`config.mk`:
```
export PLATFORM = sky130hd
export DESIGN_NAME = dtm_timer
export DESIGN_NICKNAME = d
export VERILOG_FILES = /design/src/logic/dtm_pkg.sv /design/src/logic/dtm_timer.sv
export VERILOG_INCLUDE_DIRS = /design/src /design/src/logic
export SDC_FILE = /design/constraint.sdc
export NUM_CORES = 1
export LEC_CHECK = 0
export ABC_CLOCK_PERIOD_IN_PS = 5000
export BUFFER_PORTS_ARGS = -buffer_cell sky130_fd_sc_hd__buf_2
export CAP_MARGIN = 5
export CORE_MARGIN = 2
export CORE_UTILIZATION = 50
export DETAILED_ROUTE_END_ITERATION = 7
export PLACE_DENSITY = 0.69
export SLEW_MARGIN = 15
export SYNTH_ARGS = -nofsm -noshare
export SYNTH_HDL_FRONTEND = slang
export SYNTH_SLANG_ARGS = --single-unit
```
`constraint.sdc`:
```
create_clock -name clock -period 5 [get_ports clock]
set_input_delay 1 -clock clock [delete_from_list [all_inputs] [get_ports clock]]
set_output_delay 1 -clock clock [all_outputs]
set_load 0.005 [all_outputs]
```
`src/logic/dtm_consts.svh`:
```
// Register offsets, field positions, reset values and timing counts
`ifndef DTM_CONSTS_SVH
`define DTM_CONSTS_SVH
// Byte offsets on the register bus
`define DTM_RUN_OVF 8'h00
`define DTM_OUT_DIV 8'h04
`define DTM_MODE_SEL 8'h08
`define DTM_TL0 8'h0c
`define DTM_TH0 8'h10
`define DTM_TL1 8'h14
`define DTM_TH1 8'h18
`define DTM_RLD_CTRL 8'h1c
`define DTM_RLD_LO 8'h20
`define DTM_RLD_HI 8'h24
`define DTM_IRQ_EN2 8'h28
// Field positions
`define DTM_TF1_BIT 7
`define DTM_TR1_BIT 6
`define DTM_TF0_BIT 5
`define DTM_TR0_BIT 4
`define DTM_OUT1_BIT 5
`define DTM_X121_BIT 4
`define DTM_OUT0_BIT 1
`define DTM_X120_BIT 0
`define DTM_R_TF_BIT 7
`define DTM_R_PD_BIT 6
`define DTM_R_TR_BIT 2
`define DTM_ET3_BIT 1
// Reset values and counts
`define DTM_RST_BYTE 8'h00
`define DTM_SYS_MHZ 20
`define DTM_DIV12 12
`define DTM_DIV12_LAST 4'(`DTM_DIV12 - 1)
`define DTM_ONES16 16'hffff
`define DTM_ONES8 8'hff
`define DTM_CLK_EXT 2'b01
`endif

```
`src/logic/dtm_pkg.sv`:
```
// Types shared by the timer block
package dtm_pkg;
  // Mode field codes of the general timers
  typedef enum logic [1:0] {
    DTM_M_RLD16 = 2'b00,
    DTM_M_CNT16 = 2'b01,
    DTM_M_RLD8 = 2'b10,
    DTM_M_SPLIT = 2'b11
  } dtm_mode_t;

  // Complete state of the timer block
  typedef struct packed {
    logic [3:0] div12;
    logic [2:0] prev_pin;
    logic [1:0][15:0] cnt;
    logic [1:0][15:0] rld;
    logic [1:0][7:0] hbuf;
    logic [1:0] tf;
    logic [1:0] tr;
    logic [1:0] out_en;
    logic [1:0] x12;
    logic [1:0] tout;
    logic [7:0] timer_mode_select;
    logic [15:0] t3cnt;
    logic [15:0] t3rld;
    logic tf3;
    logic t3pd_en;
    logic tr3;
    logic [1:0] t3ps;
    logic [1:0] t3clks;
    logic [7:0] t3psc;
    logic et3;
    logic [31:0] rdata;
  } dtm_state_t;
endpackage

```
`src/logic/dtm_timer.sv`:
```
// Dual general timer plus 16-bit reload timer with APB registers
//
// The APB register port and the register offsets were decided locally.
`include "dtm_consts.svh"

module dtm_timer (
  input wire logic clock, // System clock, 20 MHz
  input wire logic nrst, // Asynchronous reset, active low
  input wire logic psel, // APB select
  input wire logic penable, // APB access phase
  input wire logic pwrite, // APB direction, high writes
  input wire logic [7:0] paddr, // APB byte address
  input wire logic [31:0] pwdata, // APB write data
  output logic [31:0] prdata, // APB read data
  output logic pready, // APB ready
  output logic pslverr, // APB error on unmapped address
  input wire logic [1:0] external_gate_pin, // Gate levels per timer
  input wire logic [1:0] count_pin, // External count pins
  input wire logic reload_clk_pin, // Reload timer pin clock
  input wire logic power_down, // Chip is in power-down
  input wire logic [1:0] irq_ack, // Interrupt taken, per timer
  output logic [1:0] timer_irq, // Overflow requests, timers 0/1
  output logic reload_irq, // Reload timer request
  output logic [1:0] toggle_pin // Overflow toggle outputs
);
  import dtm_pkg::*;

  dtm_state_t s;
  dtm_state_t n;
  logic tick12;
  logic [2:0] fall;
  logic [1:0] en;
  logic [1:0] tick;
  logic [1:0] it_tick;
  logic [1:0] ovf;
  logic [1:0] setf;
  logic t3_src;
  logic t3_step;
  logic [7:0] psc_mask;
  logic wr;
  logic rd_setup;
  logic mapped;
  dtm_mode_t m0;
  dtm_mode_t m1;

  ////////////////////////////////////////////////////////////////////////
  // Bus handshake: zero wait states, read data latched in setup
  assign wr = psel & penable & pwrite;
  assign rd_setup = psel & ~penable;
  assign pready = psel & penable;
  assign prdata = s.rdata;
  assign m0 = dtm_mode_t'(s.timer_mode_select[1:0]);
  assign m1 = dtm_mode_t'(s.timer_mode_select[5:4]);

  // Decode of the mapped offsets
  always_comb begin
    unique case (paddr)
      `DTM_RUN_OVF, `DTM_OUT_DIV, `DTM_MODE_SEL, `DTM_TL0, `DTM_TH0,
      `DTM_TL1, `DTM_TH1, `DTM_RLD_CTRL, `DTM_RLD_LO, `DTM_RLD_HI,
      `DTM_IRQ_EN2: mapped = 1'b1;
      default: mapped = 1'b0;
    endcase
  end
  assign pslverr = psel & penable & ~mapped;

  // Request outputs straight from flags; the reload request is masked by et3
  assign timer_irq = s.tf;
  assign reload_irq = s.tf3 & s.et3;
  assign toggle_pin = s.tout;

  ////////////////////////////////////////////////////////////////////////
  // Next-state logic of the whole block
  always_comb begin
    n = s;
    // Shared divide-by-twelve strobe
    tick12 = (s.div12 == `DTM_DIV12_LAST);
    n.div12 = tick12 ? 4'h0 : s.div12 + 4'h1;
    // Pins are synchronous; one stage is enough for edges
    n.prev_pin = {reload_clk_pin, count_pin};
    fall = s.prev_pin & ~{reload_clk_pin, count_pin};
    ovf = 2'b00;
    setf = 2'b00;

    // Per-timer enables and count strobes
    for (int i = 0; i < 2; i++) begin
      it_tick[i] = s.x12[i] | tick12;
      tick[i] = s.timer_mode_select[4*i+2] ? fall[i] : it_tick[i];
      en[i] = s.tr[i] & (~s.timer_mode_select[4*i+3] | external_gate_pin[i]);
    end
    // Timer one runs by mode alone while timer zero is split
    if (m0 == DTM_M_SPLIT) begin
      en[1] = (m1 != DTM_M_SPLIT);
      tick[1] = it_tick[1];
    end
    if (m1 == DTM_M_SPLIT) begin
      en[1] = 1'b0;
    end

    // Counting for both general timers
    for (int i = 0; i < 2; i++) begin
      if (en[i] && tick[i]) begin
        unique case (s.timer_mode_select[4*i +: 2])
          DTM_M_RLD16: begin
            ovf[i] = (s.cnt[i] == `DTM_ONES16);
            n.cnt[i] = ovf[i] ? s.rld[i] : s.cnt[i] + 16'h0001;
          end
          DTM_M_CNT16: begin
            ovf[i] = (s.cnt[i] == `DTM_ONES16);
            n.cnt[i] = s.cnt[i] + 16'h0001;
          end
          default: begin
            // Eight-bit low byte; reload from high byte in mode 2
            ovf[i] = (s.cnt[i][7:0] == `DTM_ONES8);
            if (!ovf[i]) begin
              n.cnt[i][7:0] = s.cnt[i][7:0] + 8'h01;
            end else if (s.timer_mode_select[4*i +: 2] == DTM_M_RLD8) begin
              n.cnt[i][7:0] = s.cnt[i][15:8];
            end else begin
              n.cnt[i][7:0] = 8'h00;
            end
          end
        endcase
      end
    end
    setf[0] = ovf[0];
    setf[1] = ovf[1] & (m0 != DTM_M_SPLIT);
    // Split high byte: internal clock, timer one's run and flag
    if (m0 == DTM_M_SPLIT && s.tr[1] && it_tick[0]) begin
      n.cnt[0][15:8] = s.cnt[0][15:8] + 8'h01;
      setf[1] = (s.cnt[0][15:8] == `DTM_ONES8);
    end
    // Toggle pins follow each timer's own overflow
    for (int i = 0; i < 2; i++) begin
      if (ovf[i] && s.out_en[i]) begin
        n.tout[i] = ~s.tout[i];
      end
    end

    // Reload timer prescaler and counter
    t3_src = (s.t3clks == `DTM_CLK_EXT) ? fall[2] : ~power_down;
    unique case (s.t3ps)
      2'b00: psc_mask = 8'h00;
      2'b01: psc_mask = 8'h07;
      2'b10: psc_mask = 8'h3f;
      default: psc_mask = 8'hff;
    endcase
    t3_step = 1'b0;
    if (s.tr3 && t3_src) begin
      t3_step = ((s.t3psc | ~psc_mask) == `DTM_ONES8);
      n.t3psc = t3_step ? 8'h00 : s.t3psc + 8'h01;
    end
    if (t3_step) begin
      if (s.t3cnt == `DTM_ONES16) begin
        n.t3cnt = s.t3rld;
        n.tf3 = 1'b1;
      end else begin
        n.t3cnt = s.t3cnt + 16'h0001;
      end
    end

    // Flags: ack clears, then software, then hardware set wins
    for (int i = 0; i < 2; i++) begin
      if (irq_ack[i]) begin
        n.tf[i] = 1'b0;
      end
    end
    if (wr && paddr == `DTM_RUN_OVF) begin
      n.tf = {pwdata[`DTM_TF1_BIT], pwdata[`DTM_TF0_BIT]};
      n.tr = {pwdata[`DTM_TR1_BIT], pwdata[`DTM_TR0_BIT]};
    end
    n.tf = n.tf | setf;

    // Remaining register writes
    if (wr) begin
      unique case (paddr)
        `DTM_OUT_DIV: begin
          n.out_en = {pwdata[`DTM_OUT1_BIT], pwdata[`DTM_OUT0_BIT]};
          n.x12 = {pwdata[`DTM_X121_BIT], pwdata[`DTM_X120_BIT]};
        end
        `DTM_MODE_SEL: n.timer_mode_select = pwdata[7:0];
        `DTM_RLD_CTRL: begin
          if (!pwdata[`DTM_R_TF_BIT]) begin
            n.tf3 = t3_step & (s.t3cnt == `DTM_ONES16);
          end
          n.t3pd_en = pwdata[`DTM_R_PD_BIT];
          n.t3ps = pwdata[5:4];
          n.tr3 = pwdata[`DTM_R_TR_BIT];
          n.t3clks = pwdata[1:0];
        end
        `DTM_RLD_LO: begin
          n.t3rld[7:0] = pwdata[7:0];
          if (!s.tr3) begin
            n.t3cnt[7:0] = pwdata[7:0];
          end
        end
        `DTM_RLD_HI: begin
          n.t3rld[15:8] = pwdata[7:0];
          if (!s.tr3) begin
            n.t3cnt[15:8] = pwdata[7:0];
          end
        end
        `DTM_IRQ_EN2: n.et3 = pwdata[`DTM_ET3_BIT];
        default: ;
      endcase
    end

    // Count byte writes; mode 0 buffers the high byte
    for (int i = 0; i < 2; i++) begin
      if (wr && paddr == (i == 0 ? `DTM_TH0 : `DTM_TH1)) begin
        if (s.timer_mode_select[4*i +: 2] == DTM_M_RLD16) begin
          n.hbuf[i] = pwdata[7:0];
        end else begin
          n.cnt[i][15:8] = pwdata[7:0];
        end
      end
      if (wr && paddr == (i == 0 ? `DTM_TL0 : `DTM_TL1)) begin
        if (s.timer_mode_select[4*i +: 2] == DTM_M_RLD16) begin
          n.rld[i] = {s.hbuf[i], pwdata[7:0]};
          if (!s.tr[i]) begin
            n.cnt[i] = {s.hbuf[i], pwdata[7:0]};
          end
        end else begin
          n.cnt[i][7:0] = pwdata[7:0];
        end
      end
    end

    // Read data captured in the setup cycle
    if (rd_setup) begin
      n.rdata = 32'h0000_0000;
      unique case (paddr)
        `DTM_RUN_OVF:
          n.rdata[7:4] = {s.tf[1], s.tr[1], s.tf[0], s.tr[0]};
        `DTM_OUT_DIV:
          n.rdata[7:0] = {2'b00, s.out_en[1], s.x12[1],
                          2'b00, s.out_en[0], s.x12[0]};
        `DTM_MODE_SEL: n.rdata[7:0] = s.timer_mode_select;
        `DTM_TL0: n.rdata[7:0] = s.cnt[0][7:0];
        `DTM_TH0: n.rdata[7:0] = s.cnt[0][15:8];
        `DTM_TL1: n.rdata[7:0] = s.cnt[1][7:0];
        `DTM_TH1: n.rdata[7:0] = s.cnt[1][15:8];
        `DTM_RLD_CTRL:
          n.rdata[7:0] = {s.tf3, s.t3pd_en, s.t3ps, 1'b0, s.tr3,
                          s.t3clks};
        `DTM_RLD_LO: n.rdata[7:0] = s.t3cnt[7:0];
        `DTM_RLD_HI: n.rdata[7:0] = s.t3cnt[15:8];
        `DTM_IRQ_EN2: n.rdata[`DTM_ET3_BIT] = s.et3;
        default: ;
      endcase
    end
  end

  ////////////////////////////////////////////////////////////////////////
  // State register; everything resets to zero
  always_ff @(posedge clock or negedge nrst) begin
    if (!nrst) begin
      s <= '0;
    end else begin
      s <= n;
    end
  end
endmodule

```
==> metrics.sh <==
TIMING_MAX_TRANSITION_VIOLATIONS_FINAL=0
AREA_OCCUPIED_BY_MULTI_INPUT_GATES_SQ_UM=5100
CRITICAL_PATH.ENDPOINT_TYPE='output port'
SETUP_TNS_NS=0
DETAIL-ROUTE-ANTENNA-NETS=0
CAP_VIOLATIONS=0
FIRST_ITER_VIOLATIONS=965
STARTPOINT_TYPE='primary input'
CP.BUFFERS_INVERTERS=2
PLACED_CELL_AREA_SQ_UM=9770
FINAL_MIN_PERIOD_OVER_CLOCK_PERIOD_PCT=65.8
SYNTHDISTINCTLIBCELLS=76
OVERFLOW=0
ARRIVAL_NS=2.29
CTS.REPAIR.RESIZED=0
NUMBER_OF_INSERTED_DIODES=0
IOS=92
POWER-PER-CELL-AREA_nW_PER_UM2=299
DESIGN.DIE.AREA_SQ_UM=20400
PLACE.PORT_BUFFERS=43
ROUTE.FINAL.WIRE_LENGTH_UM=27700
CORE_SQ_UM=18800
FILLERS=1669
YOSYS_WARNINGS=0
DETAIL_ROUTE.DRC_VIOLATIONS=0
GRT_SETUP_UNREPAIRED='no'
DRT_PASS1_ITERATIONS=6
CTSLONGESTPATHBUFFERS=2
CTS_NUM_SINKS=161
STATUS='completed'
TIMING.CRITICAL_PATH.REQUIRED_NS=4.00
SYNTHESIS.AREA_SQ_UM=9620
TIGHTEST_SLEW_NS=1.07
GRT_START_MAX_NET_PINS=100
CRITPATHMAXFANOUT=15
CLK-INSERTION-DELAY-LATE_NS=0.43
CRIT_CHAIN='buf_2 -> nor3_1 -> and2_1 -> a21oi_1 -> buf_2'
POWER.LEAKAGE_nW=4.43
POST_SYNTH.CELL_AREA_AVG_SQ_UM=9.44
FINAL-HOLD-VIOLATION-COUNT=0
HIGHEST_COUNT_CELLS_IN_THE_LAYOUT_IGNORING_FILL_AND_TAPS='sky130_fd_sc_hd__dfrtp_1 (161), sky130_fd_sc_hd__nand2_1 (91), sky130_fd_sc_hd__mux2_2 (91)'
TOTAL_VIAS_IN_THE_FINAL_ROUTE=8297
TRITONCTS='built'
DIEWIDTH_UM=143
CLOCK.FMAX_MHz=304
MAX-VDD-IR-DROP_uV=232
DPL.HPWL_UM=18800
CTS-BUFFERS-INSERTED=17
FINALWORSTPATHREQUIREDPERIOD_NS=3.29
NETLIST_INSTANCES=1020
ANTENNA_FOUND_INITIAL=0
SYNTH-EDFF-COUNT=0
HOLD_SLACK_NS=0.462
SYNTH.FF_LATCH_COUNT=161
FP-ROW-COUNT=50
TYPE_OF_THE_SETUP_PATH_WITH_THE_LEAST_SLACK='primary input to output port'
GRTUSAGETOTAL_PCT=27.9
PATH_CLK_SLEW_NS=0.06
CTS.ROOT.BUFFER_CELL='sky130_fd_sc_hd__clkbuf_16'
POSTLAYOUTCELLAREA_SQ_UM=10400
PRE_CTS_WS_NS=1.47
FINAL-SETUP-VIOL-COUNT=0
CP_SLOWEST_CELL='sky130_fd_sc_hd__and2_1'
SEQUENTIAL_SHARE_OF_THE_SYNTHESIZED_AREA_PCT=41.9
TIMING.CRITICAL_PATH.MODE_CELL='sky130_fd_sc_hd__buf_2'
AREA.GROWTH.SYNTH_TO_FINAL_PCT=8.10
CTS_HTREE_LEVELS=4
LAYOUT.NETS=1073
FIRST_GLOBAL_VIAS=7607
WIRE_LENGTH_OF_THE_FIRST_GLOBAL_ROUTING_PASS_UM=43500
VIA_PER_INST=6.58
YS_ASYNC_SR_FRACTION_PCT=100
MIN_PATH_TYPE='register to register'
MAX_SLEW_MARGIN_PCT=28.2
FIN_WORST_SKEW_NS=0.00993
POSTCTSSETUPREPAIRBUFS=0
FIN_UTIL_PCT=55.4
REGISTER_AREA_SQ_UM=4030
WORST_SLACK_SETUP_FINAL_NS=1.71
LAYOUT_COMMONEST_CELL='sky130_fd_sc_hd__dfrtp_1'
CRITPATHTOPFAMILY='simple AND/OR/NAND/NOR gates'
R2R_SLACK_NS=1.88
CTS-HOLD-FIX-BUFFERS=0
FINAL_WEIGHTED_CONGESTION_OF_ROUTABILITY_DRIVEN_GLOBAL_PLACEMENT=0.954
LAYOUT_CELL_SHARE_WITH_DRIVE_STRENGTH_BEYOND_1_PCT=18.8
INITIAL_UTILIZATION_PCT=51.3
CRITICAL-PATH-MAX-STAGE-DELAY_NS=0.47
HEIGHT_OF_THE_DIE_UM=143
POST_DRT_WL_PER_CELL_UM=21.9
DOMINANTREGCELLSYNTH='sky130_fd_sc_hd__dfrtp_1'
where the power goes:
group | internal, mW | leakage [nW] | switching [mW]
Clock | 0.845 | 0.300 | 0.569
Sequential | 1.35 | 2.16 | 0.103
Combinational | 0.0964 | 1.97 | 0.153
Total | 2.29 | 4.43 | 0.825
synthesized netlist by cell type (7+ instances only):
cell	n	area (sq um)
sky130_fd_sc_hd__mux2_2	91	1020
sky130_fd_sc_hd__o21ai_0	58	290
sky130_fd_sc_hd__and2_1	9	56.3
sky130_fd_sc_hd__nor2b_1	7	43.8
sky130_fd_sc_hd__nand3_1	38	190
sky130_fd_sc_hd__a211oi_1	19	143
sky130_fd_sc_hd__nor3_1	22	110
sky130_fd_sc_hd__and3_1	16	100
sky130_fd_sc_hd__inv_1	15	56.3
sky130_fd_sc_hd__nand4_1	25	156
sky130_fd_sc_hd__dfrtp_1	161	4030
sky130_fd_sc_hd__o31ai_1	18	135
sky130_fd_sc_hd__and4_1	10	87.6
sky130_fd_sc_hd__nand2b_1	12	75.1
sky130_fd_sc_hd__a22oi_1	23	173
sky130_fd_sc_hd__nor4_1	12	75.1
sky130_fd_sc_hd__o22ai_1	10	62.6
sky130_fd_sc_hd__buf_2	7	35.0
sky130_fd_sc_hd__buf_4	37	278
sky130_fd_sc_hd__a221oi_1	9	78.8
sky130_fd_sc_hd__o211ai_1	7	52.6
sky130_fd_sc_hd__nor2_1	71	267
sky130_fd_sc_hd__nand2_1	91	342
sky130_fd_sc_hd__a31oi_1	10	62.6
sky130_fd_sc_hd__xnor2_1	15	131
sky130_fd_sc_hd__mux2i_1	12	120
sky130_fd_sc_hd__clkbuf_1	53	199
sky130_fd_sc_hd__a21oi_1	48	240
area by class of cell:
cell class / count / share of cell area, %
multi-input cells: 767 / 49.1
flip-flops and latches: 161 / 38.7
clock buffers: 18 / 4.13
well taps: 234 / 2.81
repair buffers: 52 / 2.78
clock inverters: 14 / 1.95
inverters: 15 / 0.541
sequential cells by signal, summed over array words and instances, names as in the netlist:
name,flops
s,145
toggle_pin,2
prdata,8
m0,2
timer_irq,2
m1,2
metrics by stage:
stage | total power, mW | instances
global route | 3.22 | 1261
global placement | 1.71 | 1229
finish | 3.11 | 1261
detailed placement | 1.71 | 1229
floorplan | 1.61 | 1043
CTS | 3.12 | 1261
routing by layer:
| layer | track usage (%) | vias up | part of all wire [%] |
|---|---|---|---|
| li1 | - | 3753 | - |
| met1 | 40.5 | 4063 | 44 |
| met2 | 41.1 | 433 | 44 |
| met3 | 7.44 | 48 | 9.1 |
| met4 | 7.61 | 0 | 2.2 |
| met5 | 0 | - | 0 |
cells by family after synthesis:
logic type / share of synthesized area [%]
AND/OR/NAND/NOR: 18.9
AO/OA/AOI/OAI: 18.4
flip-flops: 41.9
buffers and inverters: 6.10
multiplexers: 12.1
XOR/XNOR: 1.82
adder cells (fa/ha/maj): 0.780
other: 0.0390
path summary, 6_finish.rpt:
| kind | from | end | cells after the start |
|---|---|---|---|
| max | paddr[2] | pslverr | 5 |
| min | s[181]$_DFF_PN0_ | s[181]$_DFF_PN0_ | 1 |
| max reg2reg | s[155]$_DFF_PN0_ | s[153]$_DFF_PN0_ | 7 |
| min reg2reg | s[181]$_DFF_PN0_ | s[181]$_DFF_PN0_ | 1 |
| max in group asynchronous | nrst | s[157]$_DFF_PN0_ | 2 |
| min in group asynchronous | nrst | s[36]$_DFFE_PN0P_ | 1 |
Power figures use the tool's default switching activity.
